`src/design/fieldbus_assembly_io_map_pkg.sv`:
```
// Constants for the assembly and switching channel mapping block
// Summary of operation
// - Accept entry assembly from 1 to 261 bytes
// - Bytes 0-2: fragment number, remaining, size
// - Byte 3: new-data bit 0, new-entry toggle
// - Entry payload starts at byte 6
// - Configuration assembly is exactly three bytes
// - Configuration sent once at setup, then applied
// - Config byte 0 bit 0: result handshake mode
// - Config byte 1 bit 0: result fragmentation
// - Config byte 2 bit 0: entry fragmentation
// - Config bytes reset 0x00; bits 7:1 unused
// - Switching object answers at class 0x67
// - Get single 0x0E, set single 0x10
// - Four channels, attributes 5 to 9, one bit
// - Output activation drives switching output level
// - Reset counter attribute rising edge clears counter
// - Compare flag set when counter exceeds value
// - Multi-switch mode toggles bit each new exceed
`default_nettype none
package fieldbus_assembly_io_map_pkg;
    // Entry output assembly layout
    localparam logic [8:0] ASM_MAX_LEN   = 9'h105; // 261 bytes
    localparam logic [8:0] ASM_FRAG_NUM  = 9'h000;
    localparam logic [8:0] ASM_FRAG_REM  = 9'h001;
    localparam logic [8:0] ASM_FRAG_SIZE = 9'h002;
    localparam logic [8:0] ASM_FLAGS     = 9'h003;
    localparam logic [8:0] ASM_LEN_LO    = 9'h004;
    localparam logic [8:0] ASM_LEN_HI    = 9'h005;
    localparam logic [8:0] ASM_PAYLOAD   = 9'h006;
    localparam int         FLAG_NEW_DATA = 0;
    localparam int         FLAG_NEW_ENTRY = 1;
    // Configuration assembly
    localparam logic [1:0] CFG_HANDSHAKE = 2'h0;
    localparam logic [1:0] CFG_RES_FRAG  = 2'h1;
    localparam logic [1:0] CFG_ENT_FRAG  = 2'h2;
    localparam logic [7:0] CFG_RESET     = 8'h00;
    localparam int         CFG_EN_BIT    = 0;
    // Switching object
    localparam logic [7:0] SW_CLASS      = 8'h67;
    localparam logic [7:0] SVC_GET       = 8'h0E;
    localparam logic [7:0] SVC_SET       = 8'h10;
    localparam int         NUM_CH        = 4;
    localparam logic [7:0] ATTR_STATUS   = 8'h05;
    localparam logic [7:0] ATTR_OUT_ACT  = 8'h06;
    localparam logic [7:0] ATTR_CNT_RST  = 8'h07;
    localparam logic [7:0] ATTR_CMP      = 8'h08;
    localparam logic [7:0] ATTR_CMP_TOG  = 8'h09;
    localparam logic [7:0] INST_FIRST    = 8'h01;
    localparam logic [7:0] INST_LAST     = 8'h04;
    // Answer status codes
    localparam logic [7:0] ST_OK         = 8'h00;
    localparam logic [7:0] ST_NO_PATH    = 8'h05;
    localparam logic [7:0] ST_NO_SVC     = 8'h08;
    localparam logic [7:0] ST_BAD_VALUE  = 8'h09;
    localparam logic [7:0] ST_NOT_SET    = 8'h0E;
    localparam logic [7:0] ST_NO_ATTR    = 8'h14;
    localparam logic [7:0] ST_NO_INST    = 8'h16;
    localparam logic [15:0] CNT_MAX      = 16'hFFFF;
endpackage
`default_nettype wire

```
`src/design/fieldbus_assembly_io_map.sv`:
```
// Assembly parser, configuration capture and switching channel object
`default_nettype none
module fieldbus_assembly_io_map (
    input  wire logic        i_clk,          // 200 MHz system clock
    input  wire logic        i_rstn,         // Async reset, active low
    input  wire logic        i_asm_valid,    // Entry assembly byte strobe
    input  wire logic        i_asm_sof,      // Marks byte 0 of a frame
    input  wire logic [7:0]  i_asm_byte,     // Entry assembly byte
    input  wire logic        i_cfg_valid,    // Configuration byte strobe
    input  wire logic        i_cfg_sof,      // Marks config byte 0
    input  wire logic        i_cfg_last,     // Marks last config byte
    input  wire logic [7:0]  i_cfg_byte,     // Configuration byte
    input  wire logic        i_conn_setup,   // Connection being set up
    input  wire logic        i_req_valid,    // Object service request
    input  wire logic [7:0]  i_req_service,  // Service code
    input  wire logic [7:0]  i_req_class,    // Object class
    input  wire logic [7:0]  i_req_inst,     // Instance
    input  wire logic [7:0]  i_req_attr,     // Attribute
    input  wire logic [7:0]  i_req_wdata,    // Set value
    input  wire logic [3:0]  i_sw_state,     // Switching pin states
    input  wire logic [3:0]  i_sw_event,     // Activation event pulses
    input  wire logic [3:0]  i_multi_mode,   // Multi-switch compare mode
    input  wire logic [15:0] i_cmp_value,    // Comparison value
    output logic [7:0]       o_frag_num,     // Fragment number
    output logic [7:0]       o_frag_remain,  // Remaining fragments
    output logic [7:0]       o_frag_size,    // Fragment size
    output logic             o_new_data,     // New-data flag
    output logic             o_new_entry,    // Toggle edge seen, pulse
    output logic [15:0]      o_entry_len,    // Entry data length
    output logic             o_entry_valid,  // Payload byte strobe
    output logic [7:0]       o_entry_data,   // Payload byte
    output logic [7:0]       o_entry_index,  // Payload byte index
    output logic             o_asm_overrun,  // Frame beyond 261 bytes
    output logic [7:0]       o_handshake_cfg, // Config byte 0
    output logic [7:0]       o_result_frag_cfg, // Config byte 1
    output logic [7:0]       o_entry_frag_cfg, // Config byte 2
    output logic             o_cfg_reject,   // Last config not applied
    output logic             o_rsp_valid,    // Service answer pulse
    output logic [7:0]       o_rsp_status,   // Answer status
    output logic [7:0]       o_rsp_data,     // Get answer value
    output logic [3:0]       o_sw_out        // Switching outputs
);

    ////////////////////////////////////////////////////////////////////
    // Entry output assembly parser
    logic [8:0]  idx_ff,    nxt_idx;
    logic [7:0]  fnum_ff,   nxt_fnum;
    logic [7:0]  frem_ff,   nxt_frem;
    logic [7:0]  fsize_ff,  nxt_fsize;
    logic        ndata_ff,  nxt_ndata;
    logic        tog_ff,    nxt_tog;
    logic        nentry_ff, nxt_nentry;
    logic [15:0] elen_ff,   nxt_elen;
    logic        ev_ff,     nxt_ev;
    logic [7:0]  ed_ff,     nxt_ed;
    logic [7:0]  ei_ff,     nxt_ei;
    logic        ovr_ff,    nxt_ovr;
    logic [8:0]  pos;
    logic [7:0]  ent_frag_ff;
    logic        frag_en;

    // Byte position: a start strobe forces position zero
    always_comb begin
        pos        = i_asm_sof ? '0 : idx_ff;
        frag_en    = ent_frag_ff[fieldbus_assembly_io_map_pkg::CFG_EN_BIT];
        nxt_idx    = idx_ff;
        nxt_fnum   = fnum_ff;
        nxt_frem   = frem_ff;
        nxt_fsize  = fsize_ff;
        nxt_ndata  = ndata_ff;
        nxt_tog    = tog_ff;
        nxt_nentry = 1'b0;
        nxt_elen   = elen_ff;
        nxt_ev     = 1'b0;
        nxt_ed     = ed_ff;
        nxt_ei     = ei_ff;
        nxt_ovr    = i_asm_valid && i_asm_sof ? 1'b0 : ovr_ff;
        if (i_asm_valid) begin
            if (pos >= fieldbus_assembly_io_map_pkg::ASM_MAX_LEN) begin
                nxt_ovr = 1'b1;
            end else begin
                nxt_idx = pos + 9'h001;
                // Fragment fields only mean something with entry fragmentation on
                if (pos == fieldbus_assembly_io_map_pkg::ASM_FRAG_NUM) begin
                    if (frag_en) nxt_fnum = i_asm_byte;
                end else if (pos == fieldbus_assembly_io_map_pkg::ASM_FRAG_REM) begin
                    if (frag_en) nxt_frem = i_asm_byte;
                end else if (pos == fieldbus_assembly_io_map_pkg::ASM_FRAG_SIZE) begin
                    if (frag_en) nxt_fsize = i_asm_byte;
                end else if (pos == fieldbus_assembly_io_map_pkg::ASM_FLAGS) begin
                    // Toggle is edge significant: any change is one new entry
                    nxt_ndata  = i_asm_byte[fieldbus_assembly_io_map_pkg::FLAG_NEW_DATA];
                    nxt_tog    = i_asm_byte[fieldbus_assembly_io_map_pkg::FLAG_NEW_ENTRY];
                    nxt_nentry = nxt_tog != tog_ff;
                end else if (pos == fieldbus_assembly_io_map_pkg::ASM_LEN_LO) begin
                    nxt_elen = {elen_ff[15:8], i_asm_byte};
                end else if (pos == fieldbus_assembly_io_map_pkg::ASM_LEN_HI) begin
                    nxt_elen = {i_asm_byte, elen_ff[7:0]};
                end else begin
                    // Payload count is however many bytes the controller sends; the length field is not checked
                    nxt_ev = 1'b1;
                    nxt_ed = i_asm_byte;
                    nxt_ei = 8'(pos - fieldbus_assembly_io_map_pkg::ASM_PAYLOAD);
                end
            end
        end
    end

    // Parser state registers
    always_ff @(posedge i_clk or negedge i_rstn) begin
        if (!i_rstn) begin
            {idx_ff, fnum_ff, frem_ff, fsize_ff, ndata_ff, tog_ff, nentry_ff} <= '0;
            {elen_ff, ev_ff, ed_ff, ei_ff, ovr_ff} <= '0;
        end else begin
            {idx_ff, fnum_ff, frem_ff, fsize_ff, ndata_ff, tog_ff, nentry_ff} <=
                {nxt_idx, nxt_fnum, nxt_frem, nxt_fsize, nxt_ndata, nxt_tog, nxt_nentry};
            {elen_ff, ev_ff, ed_ff, ei_ff, ovr_ff} <=
                {nxt_elen, nxt_ev, nxt_ed, nxt_ei, nxt_ovr};
        end
    end

    assign o_frag_num    = fnum_ff;
    assign o_frag_remain = frem_ff;
    assign o_frag_size   = fsize_ff;
    assign o_new_data    = ndata_ff;
    assign o_new_entry   = nentry_ff;
    assign o_entry_len   = elen_ff;
    assign o_entry_valid = ev_ff;
    assign o_entry_data  = ed_ff;
    assign o_entry_index = ei_ff;
    assign o_asm_overrun = ovr_ff;

    ////////////////////////////////////////////////////////////////////
    // Configuration assembly capture
    logic [1:0] cidx_ff,  nxt_cidx;
    logic       cbad_ff,  nxt_cbad;
    logic [7:0] sh0_ff,   nxt_sh0;
    logic [7:0] sh1_ff,   nxt_sh1;
    logic [7:0] hs_ff,    nxt_hs;
    logic [7:0] rf_ff,    nxt_rf;
    logic [7:0] nxt_ef;
    logic       rej_ff,   nxt_rej;
    logic [1:0] cpos;

    // Bytes land in shadows; the set is applied only when exactly
    // three arrive, so a short or long transfer never half-applies
    always_comb begin
        cpos     = i_cfg_sof ? '0 : cidx_ff;
        nxt_cidx = cidx_ff;
        nxt_cbad = cbad_ff;
        nxt_sh0  = sh0_ff;
        nxt_sh1  = sh1_ff;
        nxt_hs   = hs_ff;
        nxt_rf   = rf_ff;
        nxt_ef   = ent_frag_ff;
        nxt_rej  = rej_ff;
        if (i_cfg_valid && i_conn_setup) begin
            if (i_cfg_sof) begin
                nxt_cbad = 1'b0;
            end
            if (cpos == fieldbus_assembly_io_map_pkg::CFG_HANDSHAKE) begin
                nxt_sh0 = i_cfg_byte;
            end else if (cpos == fieldbus_assembly_io_map_pkg::CFG_RES_FRAG) begin
                nxt_sh1 = i_cfg_byte;
            end
            if (cpos > fieldbus_assembly_io_map_pkg::CFG_ENT_FRAG) begin
                nxt_cbad = 1'b1;
            end else begin
                nxt_cidx = cpos + 2'h1;
            end
            if (i_cfg_last) begin
                nxt_cidx = '0;
                if (cpos == fieldbus_assembly_io_map_pkg::CFG_ENT_FRAG
                    && !(nxt_cbad && !i_cfg_sof)) begin
                    nxt_hs  = nxt_sh0;
                    nxt_rf  = nxt_sh1;
                    nxt_ef  = i_cfg_byte;
                    nxt_rej = 1'b0;
                end else begin
                    nxt_rej = 1'b1;
                end
            end
        end
    end

    // Configuration registers, all zero after reset
    always_ff @(posedge i_clk or negedge i_rstn) begin
        if (!i_rstn) begin
            {cidx_ff, cbad_ff, rej_ff} <= '0;
            sh0_ff      <= fieldbus_assembly_io_map_pkg::CFG_RESET;
            sh1_ff      <= fieldbus_assembly_io_map_pkg::CFG_RESET;
            hs_ff       <= fieldbus_assembly_io_map_pkg::CFG_RESET;
            rf_ff       <= fieldbus_assembly_io_map_pkg::CFG_RESET;
            ent_frag_ff <= fieldbus_assembly_io_map_pkg::CFG_RESET;
        end else begin
            {cidx_ff, cbad_ff, rej_ff} <= {nxt_cidx, nxt_cbad, nxt_rej};
            sh0_ff      <= nxt_sh0;
            sh1_ff      <= nxt_sh1;
            hs_ff       <= nxt_hs;
            rf_ff       <= nxt_rf;
            ent_frag_ff <= nxt_ef;
        end
    end

    assign o_handshake_cfg   = hs_ff;
    assign o_result_frag_cfg = rf_ff;
    assign o_entry_frag_cfg  = ent_frag_ff;
    assign o_cfg_reject      = rej_ff;

    ////////////////////////////////////////////////////////////////////
    // Switching object service decode
    logic [3:0] act_ff, crst_ff, cmp_ff, ctog_ff;
    logic [3:0] set_act, set_rst;
    logic       rv_ff,  nxt_rv;
    logic [7:0] rs_ff,  nxt_rs;
    logic [7:0] rd_ff,  nxt_rd;
    logic [1:0] ch;

    // One answer per request, one cycle after it is taken
    always_comb begin
        ch      = 2'(i_req_inst - fieldbus_assembly_io_map_pkg::INST_FIRST);
        set_act = '0;
        set_rst = '0;
        nxt_rv  = i_req_valid;
        nxt_rs  = fieldbus_assembly_io_map_pkg::ST_OK;
        nxt_rd  = '0;
        if (!i_req_valid) begin
            nxt_rs = rs_ff;
            nxt_rd = rd_ff;
        end else if (i_req_class != fieldbus_assembly_io_map_pkg::SW_CLASS) begin
            nxt_rs = fieldbus_assembly_io_map_pkg::ST_NO_PATH;
        end else if (i_req_service != fieldbus_assembly_io_map_pkg::SVC_GET
                     && i_req_service != fieldbus_assembly_io_map_pkg::SVC_SET) begin
            nxt_rs = fieldbus_assembly_io_map_pkg::ST_NO_SVC;
        end else if (i_req_inst < fieldbus_assembly_io_map_pkg::INST_FIRST
                     || i_req_inst > fieldbus_assembly_io_map_pkg::INST_LAST) begin
            nxt_rs = fieldbus_assembly_io_map_pkg::ST_NO_INST;
        end else if (i_req_attr < fieldbus_assembly_io_map_pkg::ATTR_STATUS
                     || i_req_attr > fieldbus_assembly_io_map_pkg::ATTR_CMP_TOG) begin
            nxt_rs = fieldbus_assembly_io_map_pkg::ST_NO_ATTR;
        end else if (i_req_service == fieldbus_assembly_io_map_pkg::SVC_SET) begin
            // Only attributes 6 and 7 are settable, and only to 0 or 1
            if (i_req_attr != fieldbus_assembly_io_map_pkg::ATTR_OUT_ACT
                && i_req_attr != fieldbus_assembly_io_map_pkg::ATTR_CNT_RST) begin
                nxt_rs = fieldbus_assembly_io_map_pkg::ST_NOT_SET;
            end else if (i_req_wdata[7:1] != 7'h00) begin
                nxt_rs = fieldbus_assembly_io_map_pkg::ST_BAD_VALUE;
            end else if (i_req_attr == fieldbus_assembly_io_map_pkg::ATTR_OUT_ACT) begin
                set_act[ch] = 1'b1;
            end else begin
                set_rst[ch] = 1'b1;
            end
        end else if (i_req_attr == fieldbus_assembly_io_map_pkg::ATTR_STATUS) begin
            nxt_rd = {7'h00, i_sw_state[ch]};
        end else if (i_req_attr == fieldbus_assembly_io_map_pkg::ATTR_OUT_ACT) begin
            nxt_rd = {7'h00, act_ff[ch]};
        end else if (i_req_attr == fieldbus_assembly_io_map_pkg::ATTR_CNT_RST) begin
            nxt_rd = {7'h00, crst_ff[ch]};
        end else if (i_req_attr == fieldbus_assembly_io_map_pkg::ATTR_CMP) begin
            nxt_rd = {7'h00, cmp_ff[ch]};
        end else begin
            nxt_rd = {7'h00, ctog_ff[ch]};
        end
    end

    // Answer registers
    always_ff @(posedge i_clk or negedge i_rstn) begin
        if (!i_rstn) begin
            rv_ff <= 1'b0;
            rs_ff <= fieldbus_assembly_io_map_pkg::ST_OK;
            rd_ff <= '0;
        end else begin
            rv_ff <= nxt_rv;
            rs_ff <= nxt_rs;
            rd_ff <= nxt_rd;
        end
    end

    assign o_rsp_valid  = rv_ff;
    assign o_rsp_status = rs_ff;
    assign o_rsp_data   = rd_ff;
    assign o_sw_out     = act_ff;

    ////////////////////////////////////////////////////////////////////
    // Per channel output, event counter and comparison flags
    for (genvar g = 0; g < fieldbus_assembly_io_map_pkg::NUM_CH; g++) begin : g_ch
        logic [15:0] cnt_ff, nxt_cnt;
        logic        nxt_act, nxt_crst, nxt_cmp, nxt_ctog, over;

        // Counter saturates rather than wrapping so a long run never
        // falsely drops the exceeded flag
        always_comb begin
            nxt_act  = set_act[g] ? i_req_wdata[0] : act_ff[g];
            nxt_crst = set_rst[g] ? i_req_wdata[0] : crst_ff[g];
            nxt_cnt  = cnt_ff;
            nxt_cmp  = cmp_ff[g];
            nxt_ctog = ctog_ff[g];
            over     = 1'b0;
            if (nxt_crst && !crst_ff[g]) begin
                nxt_cnt  = '0;
                nxt_cmp  = 1'b0;
                nxt_ctog = 1'b0;
            end else if (i_sw_event[g]) begin
                if (cnt_ff != fieldbus_assembly_io_map_pkg::CNT_MAX) begin
                    nxt_cnt = cnt_ff + 16'h0001;
                end
                over = nxt_cnt > i_cmp_value;
                if (over) begin
                    nxt_cmp = 1'b1;
                    if (i_multi_mode[g]) begin
                        // Restart counting so the next exceed is seen again
                        nxt_ctog = !ctog_ff[g];
                        nxt_cnt  = '0;
                    end
                end
            end
        end

        // Channel registers
        always_ff @(posedge i_clk or negedge i_rstn) begin
            if (!i_rstn) begin
                cnt_ff     <= '0;
                act_ff[g]  <= 1'b0;
                crst_ff[g] <= 1'b0;
                cmp_ff[g]  <= 1'b0;
                ctog_ff[g] <= 1'b0;
            end else begin
                cnt_ff     <= nxt_cnt;
                act_ff[g]  <= nxt_act;
                crst_ff[g] <= nxt_crst;
                cmp_ff[g]  <= nxt_cmp;
                ctog_ff[g] <= nxt_ctog;
            end
        end
    end

endmodule
`default_nettype wire

```
`config.mk`:
```
export PLATFORM = sky130hd
export DESIGN_NAME = fieldbus_assembly_io_map
export DESIGN_NICKNAME = d
export VERILOG_FILES = /design/src/design/fieldbus_assembly_io_map_pkg.sv /design/src/design/fieldbus_assembly_io_map.sv
export SDC_FILE = /design/constraint.sdc
export NUM_CORES = 1
export LEC_CHECK = 0
export BUFFER_PORTS_ARGS = -buffer_cell sky130_fd_sc_hd__buf_2
export CAP_MARGIN = 20
export CELL_PAD_IN_SITES_DETAIL_PLACEMENT = 1
export CELL_PAD_IN_SITES_GLOBAL_PLACEMENT = 1
export CORE_ASPECT_RATIO = 1.4
export CORE_MARGIN = 1.5
export CORE_UTILIZATION = 44
export DETAILED_ROUTE_END_ITERATION = 8
export PLACE_DENSITY = 0.79
export SYNTH_ARGS = -nofsm -noshare
export SYNTH_HDL_FRONTEND = slang
export SYNTH_SLANG_ARGS = --single-unit
```
`constraint.sdc`:
```
create_clock -name i_clk -period 4.3 [get_ports i_clk]
set_input_delay 0 -clock i_clk [delete_from_list [all_inputs] [get_ports i_clk]]
set_output_delay 0 -clock i_clk [all_outputs]
set_load 0.02 [all_outputs]
```
==> reports/qor.csv, run 1 <==
metric;value;unit
area of the mapped netlist;12300;sq um
Hold Vio Cnt, Final;0;
max_slew headroom;46.5;%
clock-pin slew on the worst setup and hold paths;60;ps
first-pass GRT wire length;58.4;mm
CP max FO;11;
Unique masters post-synth;78;
IO Port Bufs;188;
Total GRT Usage;25.2;%
hold_ws;33.6;ps
vias in the first global route;11400;
share of power burned in registers;39.5;%
Top reg by flops;g_ch.cnt_ff;
H-tree depth;1;
warnings from Yosys;0;
die area;28900;sq um
final net count;1648;
MaxCap Viol Count;0;
syn_area_per_cell;9.82;sq um
top-count cell post-synth;dfrtp_1;
final period demand of the worst path;3960;ps
area leader, netlist;dfrtp_1;
Inserted Clock Buffers;22;
pwr/cell area;450;nW/um^2
die height;201;um
clock skew;9.87;ps
Hold Crit Class;primary input to register;
Pleak;0.00712;uW
P_sw;2410;uW
GRT overflow;0;
Syn Inst Count;1249;
Sink Count;201;
WP data required;4700;ps
DR pass1 iterations;6;
Worst Path Arrival;4370;ps
Crit Path Class;register to register;
Layout Cells excl Fill;1859;
Layout area overhead;20.4;%
hpwl dp;25.6;mm
register area;5030;sq um
synth cell count leaders;201 x dfrtp_1, 98 x nand2_1, 94 x nor2_1;
Crit. End Element;register;
clk buf depth;3;
Slew @ Worst Pin;800;ps
status;complete, no violations;
Post-synth EDFFs;0;
DR vias;10500;
post-CTS setup buffer count;0;
Initial DRC Count;537;
crit path cell chain;ha_1, nand3_1, nor4_1, buf_4, nand3_1, buf_4, mux2_2, ha_1, nor2b_1, o211ai_1, a2111oi_0, a2111oi_0, buf_4, o21ai_2, buf_4, nor2_1;
Multi-input gate area;6810;sq um
max reg flops;64;
switching part of the total;36.2;%
share of cells above drive strength 1;23.5;%
delay of the slowest critical-path stage;450;ps
clock latency at the later pin of the worst-skew pair;520;ps
startpoint types;register;
critical path's slowest cell;dfrtp_1;
total power;6650;uW
Peak VDD IR;411;uV
Ports;199;
largest net degree at the start of global routing;110;
fin. max-slew vios;0;
Synth Register Bits;201;
sequential area share after synthesis;41.0;%
RSZ-0062 raised after global routing;false;
clock power share;28.3;%
initial antenna violation count;1;
Comb pwr share;32.1;%
Fill cells;3123;
final core occ;53.7;%
width of the die;144;um
Final period util;92.2;%
Initial Util;44.6;%
Max Freq;252;MHz
Top FF cell, synth;dfrtp_1;
final WL;36.3;mm
clock root buffer;clkbuf_16;
largest cells by area after synthesis;dfrtp_1 41%, ha_1 8.5%, mux2_2 8.2%, a21oi_1 3.3%, nand2_1 3.0%;
DP Cell Count;1769;
internal power;4240;uW
WL per Instance;19.5;um
most used cell, CP;buf_4;
Placeable Area;27500;sq um
Finish-stage setup viols;0;
remaining antenna violation count after routing;0;
final setup TNS;0;ps
Cell Rows;72;
routability-driven placement congestion ratio;0.854;
DRC;0;
Vias/cell;5.67;
Async SR Flop Fraction;100;%
TritonCTS clock tree;built;
Synth top area share;41.0;%
layout make-up:
type                            count  share of cell area (%)
Antenna cell                        1                  0.0169
Clock buffer                       29                    4.11
Clock inverter                     11                   0.712
Inverter                           50                    1.28
Multi-Input combinational cell    945                    46.1
Sequential cell                   201                    34.1
Tap cell                          370                    3.14
Timing Repair Buffer              252                    10.6
layer usage:
metal	track usage (%)	vias to the layer above	part of all wire, %
met5	0	-	0
met1	29.4	5230	40
li1	-	4959	-
met3	2.84	95	4.0
met4	11.1	0	4.4
met2	45.8	260	52
cells by family after synthesis:
logic type / after synthesis / share of synthesized area [%]
AO/OA/AOI/OAI: 211 / 11.3
XOR/XNOR: 68 / 4.86
adder cells (fa/ha/maj): 83 / 8.47
buffers and inverters: 112 / 3.84
flip-flops: 201 / 41.0
multiplexers: 128 / 11.9
other: 1 / 0.0306
AND/OR/NAND/NOR: 445 / 18.6
worst max-delay path: cells and delay by family (launching register included):
| family | cells | cell delay, ps |
|---|---|---|
| AO/OA/AOI/OAI | 4 | 1050 |
| buffers and inverters | 4 | 770 |
| adder cells (fa/ha/maj) | 2 | 560 |
| flip-flops | 1 | 450 |
| AND/OR/NAND/NOR | 5 | 690 |
| multiplexers | 1 | 310 |
stage by stage:
step / cell area [sq um] / setup WS (ps)
after floorplan: 12300 / 501
after global placement: 13600 / 497
after detailed placement: 13600 / 280
after CTS: 14800 / 217
after global routing: 14800 / 31.6
final: 14800 / 336
final timing paths:
| kind | endpoint | slack [ps] | cells after the start | start |
|---|---|---|---|---|
| setup / recovery | g_ch[0].cnt_ff[3] | 340 | 16 | g_ch[0].cnt_ff[0] |
| hold / removal | ctog_ff[3] | 30 | 4 | i_multi_mode[3] |
| setup reg to reg | g_ch[0].cnt_ff[3] | 340 | 16 | g_ch[0].cnt_ff[0] |
| hold reg to reg | o_rsp_status[2] | 490 | 1 | o_rsp_status[2] |
| max in group asynchronous | o_sw_out[2] | 3090 | 3 | i_rstn |
| min in group asynchronous | o_result_frag_cfg[6] | 110 | 2 | i_rstn |
timing repair:
action / CTS / global route
setup endpoints to repair: 0 / 3
hold buffers: 49 / 0
resized for setup: 0 / 1
endpoints found under the hold margin: 241 / 0
power by group through the flow:
stage          Sequential (uW)  Clock, uW  Combinational (uW)
2_1_floorplan             2770          0                1240
3_3_place_gp              2620          0                1980
3_5_place_dp              2650          0                2080
4_1_cts                   2620       1940                2140
5_1_grt                   2680       1990                2350
6_report                  2630       1880                2140
layout by cell type, fill, tap and decap left out, types with 5 or more instances in the layout:
cell / instances
a2111oi_0: 5
a21o_1: 9
a21oi_1: 80
a31oi_1: 11
a32o_1: 5
and2_1: 10
and3_1: 29
and4_1: 11
buf_2: 187
buf_4: 14
clkbuf_16: 22
clkinv_2: 5
conb_1: 10
dfrtp_1: 201
dlygate4sd3_1: 49
ha_1: 83
inv_1: 48
mux2_1: 5
mux2_2: 89
mux2i_1: 29
mux4_2: 5
nand2_1: 98
nand2b_1: 14
nand3_1: 69
nand4_1: 30
nor2_1: 94
nor2b_1: 13
nor3_1: 27
nor3b_1: 8
nor4_1: 18
o211ai_1: 12
o21a_1: 7
o21ai_0: 22
o22ai_1: 8
o32ai_1: 8
or4_1: 5
xnor2_1: 39
xor2_1: 29
Note: power is estimated with default switching activity, not from simulation.
==> run 2: changes to the inputs <==
PLACE_DENSITY = not set   (was 0.79)
PLACE_DENSITY_LB_ADDON = 0.12   (was not set)
==> reports/qor.csv, run 2 (synthesized netlist as in run 1, its figures left out) <==
metric;value;unit;change
Worst Path Arrival;4270;ps;-100 ps
post-CTS setup buffer count;0;;unchanged
status;complete, no violations;;
M3 GR Usage;2.67;%;-0.17 points
WL per Instance;19.7;um;+0.67%
Crit. End Element;register;;
Crit Path Class;register to register;;
most common cell after layout, fill and taps aside;dfrtp_1;;
Setup WS pre-CTS;290;ps;+10.5 ps
FF-to-FF path depth;13;;-3
GRT overflow;0;;unchanged
width of the die;144;um;unchanged
setup slack after layout;393;ps;+57.7 ps
largest net degree at the start of global routing;115;;+4.5%
routability-driven placement congestion ratio;0.820;;-4.0%
Slew @ Worst Pin;1040;ps;+243 ps
WP data required;4660;ps;-40 ps
Worst R2R End;g_ch[1].cnt_ff[8];;
clock root buffer;clkbuf_16;;
Vias/cell;5.66;;-0.17%
H-tree depth;1;;unchanged
max_slew headroom;29.9;%;-17 points
clock skew;12.2;ps;+2.35 ps
clock-pin slew on the worst setup and hold paths;70;ps;about the same
initial antenna violation count;0;;-1
max reg flops;64;;unchanged
IO Port Bufs;188;;unchanged
final net count;1650;;+0.12%
Comb pwr share;32.2;%;about the same
Pleak;0.00712;uW;about the same
die height;201;um;unchanged
vias in the first global route;11100;;-2.1%
final WL;36.5;mm;+0.51%
hpwl dp;25.8;mm;+0.61%
Final period util;90.9;%;-1.3 points
RSZ-0062 raised after global routing;false;;
first-pass GRT wire length;58.6;mm;+0.31%
share of power burned in registers;39.9;%;+0.4 points
DR vias;10500;;-0.33%
internal power;4210;uW;-0.70%
clk buf depth;3;;unchanged
final setup TNS;0;ps;unchanged
switching part of the total;36.1;%;-0.15 points
pwr/cell area;447;nW/um^2;-0.73%
Total GRT Usage;25.5;%;+0.28 points
critical path launch point;g_ch[1].cnt_ff[2];;
grt peak-use layer;met2;;
Finish-stage setup viols;0;;unchanged
R2R Setup Slk;390;ps;+60 ps
share of cells above drive strength 1;23.4;%;-0.10 points
Hold Vio Cnt, Final;0;;unchanged
most frequent cells in the layout;201 x dfrtp_1, 187 x buf_2, 98 x nand2_1;;
met2 global-route usage;45.4;%;-0.38 points
Ports;199;;unchanged
startpoint types;register;;
Peak VDD IR;311;uV;-24%
Layout area overhead;20.2;%;
worst reg2reg startpoint;g_ch[1].cnt_ff[2];;
clock power share;27.9;%;-0.4 points
P_sw;2380;uW;-1.3%
DR pass1 iterations;4;;-2
fin. max-slew vios;0;;unchanged
Initial Util;44.6;%;unchanged
Cell Rows;72;;unchanged
remaining antenna violation count after routing;0;;unchanged
CP max FO;8;;-3
final period demand of the worst path;3910;ps;-57.7 ps
ant diodes;0;;-1
MaxCap Viol Count;0;;unchanged
Sink Count;201;;unchanged
Inserted Clock Buffers;22;;unchanged
Max Freq;256;MHz;+1.5%
TritonCTS clock tree;built;;
clock latency at the later pin of the worst-skew pair;530;ps;about the same
Placeable Area;27500;sq um;unchanged
Critical path destination;g_ch[1].cnt_ff[8];;
DRC;0;;unchanged
Initial DRC Count;422;;-21%
met1 usage;31.6;%;+2.2 points
die area;28900;sq um;unchanged
total power;6590;uW;-0.93%
Hold Crit Class;primary input to register;;
Top reg by flops;g_ch.cnt_ff;;
[run 2: cell count changes in the layout (fill, tap and decap cells not counted)]
cell / before / now
nor3_2: 1 / 2
nor3_1: 27 / 26
buf_4: 14 / 17
clkbuf_8: 4 / 3
dlygate4sd3_1: 49 / 48
clkbuf_1: 4 / 5
clkinvlp_4: 4 / 1
o21ai_2: 2 / 1
o21ai_1: 1 / 2
diode_2: 1 / 0
clkinv_4: 1 / 0
[run 2: power groups by stage]
stage	logic, uW	clock network [uW]	registers [uW]
after global routing	2350	1950	2690
after detailed placement	2080	0	2650
after global placement	2000	0	2620
final	2120	1840	2630
after CTS	2130	1890	2620
after floorplan	1240	0	2770
[run 2: layer usage]
metal	vias up	routed length, um
met1	5276	15400
met3	67	1240
li1	4957	-
met4	0	1230
met2	209	18600
met5	-	0
[run 2: worst min-delay path by stage]
stage / start / to / slack [ps] / cells past startpoint
floorplan: i_rstn / cbad_ff / -300 / 0
global placement: i_req_valid / o_rsp_valid / 180 / 1
detailed placement: i_req_valid / o_rsp_valid / 180 / 1
CTS: i_req_service[4] / o_rsp_status[3] / 2 / 5
global route: i_multi_mode[3] / ctog_ff[3] / 50 / 4
finish: i_req_inst[3] / o_rsp_status[4] / 40 / 5
[run 2: critical path, stage by stage (launching register included)]
cell	delay (ps)
dfrtp_1	450
and4_1	290
and4_1	310
a21boi_0	570
nand2_1	170
xnor2_1	170
ha_1	310
a21o_1	120
nand3_1	70
a211oi_1	220
a2111oi_0	100
buf_4	160
a21oi_1	620
o32ai_1	190
[run 2: area by class of cell]
class,instances,area (sq um)
Sequential cell,201,5030
Multi-Input combinational cell,945,6810
Fill cell,3153,12700
Timing Repair Buffer,254,1580
Inverter,50,189
Clock inverter,7,73.8
Clock buffer,29,597
Tap cell,370,463
[run 2: metrics by stage]
stage | util [%] | instances | hold WS [ps] | instance area (sq um)
2_1_floorplan | - | 1258 | -296 | 12300
3_3_place_gp | 49.4 | 1772 | 185 | 13600
3_5_place_dp | 49.4 | 1772 | 180 | 13600
4_1_cts | 53.6 | 1856 | 2.35 | 14700
5_1_grt | 53.6 | 1856 | 45.2 | 14700
6_report | 53.6 | 1856 | 36.0 | 14700
[run 2: repair_timing]
action                     CTS  global route
hold endpoints to repair   262             0
resized for setup            0             1
setup endpoints to repair    0             4
hold buffers                48             0
==> run 3: changes to the inputs <==
CORE_UTILIZATION = 30   (was 44)
==> reports/qor.csv, run 3 (synthesized netlist as in run 1, its figures left out) <==
metric;value;unit;change
status;complete, no violations;;
Crit Path Class;register to register;;
post-CTS setup buffer count;0;;unchanged
Max Freq;252;MHz;-1.5%
setup slack after layout;336;ps;-57.7 ps
switching part of the total;35.1;%;-1.0 points
Peak VDD IR;292;uV;-6.1%
remaining antenna violation count after routing;0;;unchanged
Placeable Area;40300;sq um;+47%
R2R Setup Slk;340;ps;-60 ps
DR vias;10300;;-2.2%
Layout area overhead;23.1;%;
largest net degree at the start of global routing;130;;+13%
H-tree depth;1;;unchanged
Cell Rows;87;;+21%
clock-pin slew on the worst setup and hold paths;60;ps;about the same
clock skew;11.7;ps;-0.563 ps
Worst Path Arrival;4360;ps;+90 ps
clock latency at the later pin of the worst-skew pair;540;ps;about the same
DR pass1 iterations;4;;unchanged
Crit. End Element;register;;
CP max FO;12;;+4
Total GRT Usage;18.0;%;-7.5 points
P_sw;2400;uW;+1.0%
internal power;4440;uW;+5.5%
routability-driven placement congestion ratio;0.752;;-8.2%
final period demand of the worst path;3960;ps;+57.7 ps
final setup TNS;0;ps;unchanged
Sink Count;201;;unchanged
WL per Instance;18.6;um;-5.5%
Initial Util;30.4;%;-14 points
initial antenna violation count;0;;unchanged
ant diodes;0;;unchanged
Inserted Clock Buffers;24;;+9.1%
Ports;199;;unchanged
DRC;0;;unchanged
FF-to-FF path depth;12;;-1
Comb pwr share;30.9;%;-1.3 points
grt peak-use layer;met2;;
fin area;15100;sq um;+2.4%
final WL;37.6;mm;+3.2%
dpl cell area;13800;sq um;+1.5%
MaxCap Viol Count;0;;unchanged
met2 global-route usage;33.1;%;-12 points
WP data required;4690;ps;+30 ps
share of power burned in registers;38.1;%;-1.8 points
Top reg by flops;g_ch.cnt_ff;;
GRT overflow;0;;unchanged
Fill cells;4655;;+48%
final net count;1653;;+0.18%
Hold Vio Cnt, Final;0;;unchanged
max_slew headroom;42.0;%;+12 points
die area;42100;sq um;+46%
width of the die;174;um;+21%
Setup WS pre-CTS;331;ps;+40.3 ps
vias in the first global route;10900;;-1.8%
Initial DRC Count;302;;-28%
M3 GR Usage;2.17;%;-0.51 points
clock power share;31.0;%;+3.1 points
worst reg2reg startpoint;g_ch[2].cnt_ff[7];;
Slew @ Worst Pin;870;ps;-173 ps
IO Port Bufs;188;;unchanged
fin. max-slew vios;0;;unchanged
most frequent cells in the layout;201 x dfrtp_1, 187 x buf_2, 98 x nand2_1;;
clock root buffer;clkbuf_16;;
TritonCTS clock tree;built;;
Multi-input gate area;6810;sq um;about the same
hpwl dp;27.3;mm;+5.9%
max reg flops;64;;unchanged
share of cells above drive strength 1;23.6;%;+0.14 points
register area;5030;sq um;unchanged
Vias/cell;5.07;;-11%
Final period util;92.2;%;+1.3 points
Pleak;0.00718;uW;+0.84%
RSZ-0062 raised after global routing;false;;
die height;242;um;+21%
Worst R2R End;g_ch[2].cnt_ff[8];;
clk buf depth;3;;unchanged
startpoint types;register;;
Hold Crit Class;primary input to async pin;;
met1 usage;21.8;%;-9.8 points
pwr/cell area;454;nW/um^2;+1.5%
Finish-stage setup viols;0;;unchanged
most common cell after layout, fill and taps aside;dfrtp_1;;
first-pass GRT wire length;61.1;mm;+4.3%
==> run 3: changes by cell type in the layout (fill, tap and decap cells not counted), moves of 2 or more <==
cell / change
clkbuf_1: +3
clkbuf_16: +2
clkinv_2: -2
bufinv_16: +2
==> run 3: worst max-delay path by stage <==
| stage | start | to | slack, ps | cells past startpoint |
|---|---|---|---|---|
| global route | g_ch[1].cnt_ff[4] | g_ch[1].cnt_ff[2] | 5 | 12 |
| detailed placement | g_ch[2].cnt_ff[7] | g_ch[2].cnt_ff[10] | 330 | 12 |
| CTS | g_ch[2].cnt_ff[7] | g_ch[2].cnt_ff[9] | 320 | 12 |
| finish | g_ch[2].cnt_ff[7] | g_ch[2].cnt_ff[8] | 340 | 12 |
| global placement | g_ch[2].cnt_ff[7] | g_ch[2].cnt_ff[8] | 400 | 12 |
| floorplan | g_ch[3].cnt_ff[7] | cmp_ff[3] | 500 | 14 |
==> run 3: metrics by stage <==
step | instances | util [%] | power [uW] | hold WS, ps
2_1_floorplan | 1258 | - | 4000 | -296
3_3_place_gp | 1936 | 34.2 | 4690 | 28.4
4_1_cts | 2028 | 37.4 | 6970 | 1.37
6_report | 2028 | 37.5 | 6850 | 12.1
3_5_place_dp | 1936 | 34.2 | 4750 | 28.0
5_1_grt | 2028 | 37.5 | 7310 | 61.1
==> run 3: layer usage <==
metal	vias to the layer above	routed length, um
li1	4973	-
met1	5090	16000
met2	160	19600
met3	52	1110
met4	0	937
met5	-	0
==> run 3: worst max-delay path, stage by stage, from the launching register on <==
cell and delay (ps):
dfrtp_1 500, nand4_1 220, nor3_1 460, nand2_1 320
and4_1 310, xor2_1 150, ha_1 300, nand2_1 60
nor4_1 370, a21bo_2 290, a31o_2 310, o32ai_2 410
nor2_1 110
==> run 3: power groups by stage <==
stage	logic (uW)	registers [uW]	clock network, uW
6_report	2120	2610	2120
3_5_place_dp	2110	2640	0
3_3_place_gp	2060	2630	0
4_1_cts	2150	2610	2210
2_1_floorplan	1240	2770	0
5_1_grt	2370	2670	2260
==> run 3: cell type report <==
type                       instances  share of cell area (%)
sequential                       201                    33.3
timing repair buffer             255                    10.5
inverter                          50                    1.25
multi-input combinational        945                    45.1
tap                              534                    4.43
clock buffer                      35                    4.45
clock inverter                     8                   0.871
==> run 3: repair_timing <==
| item | 4_1_cts | 5_1_grt |
|---|---|---|
| hold endpoints to repair | 225 | 0 |
| setup endpoints to repair | 0 | 19 |
| hold buffers | 49 | 0 |
| gates resized for setup | 0 | 2 |
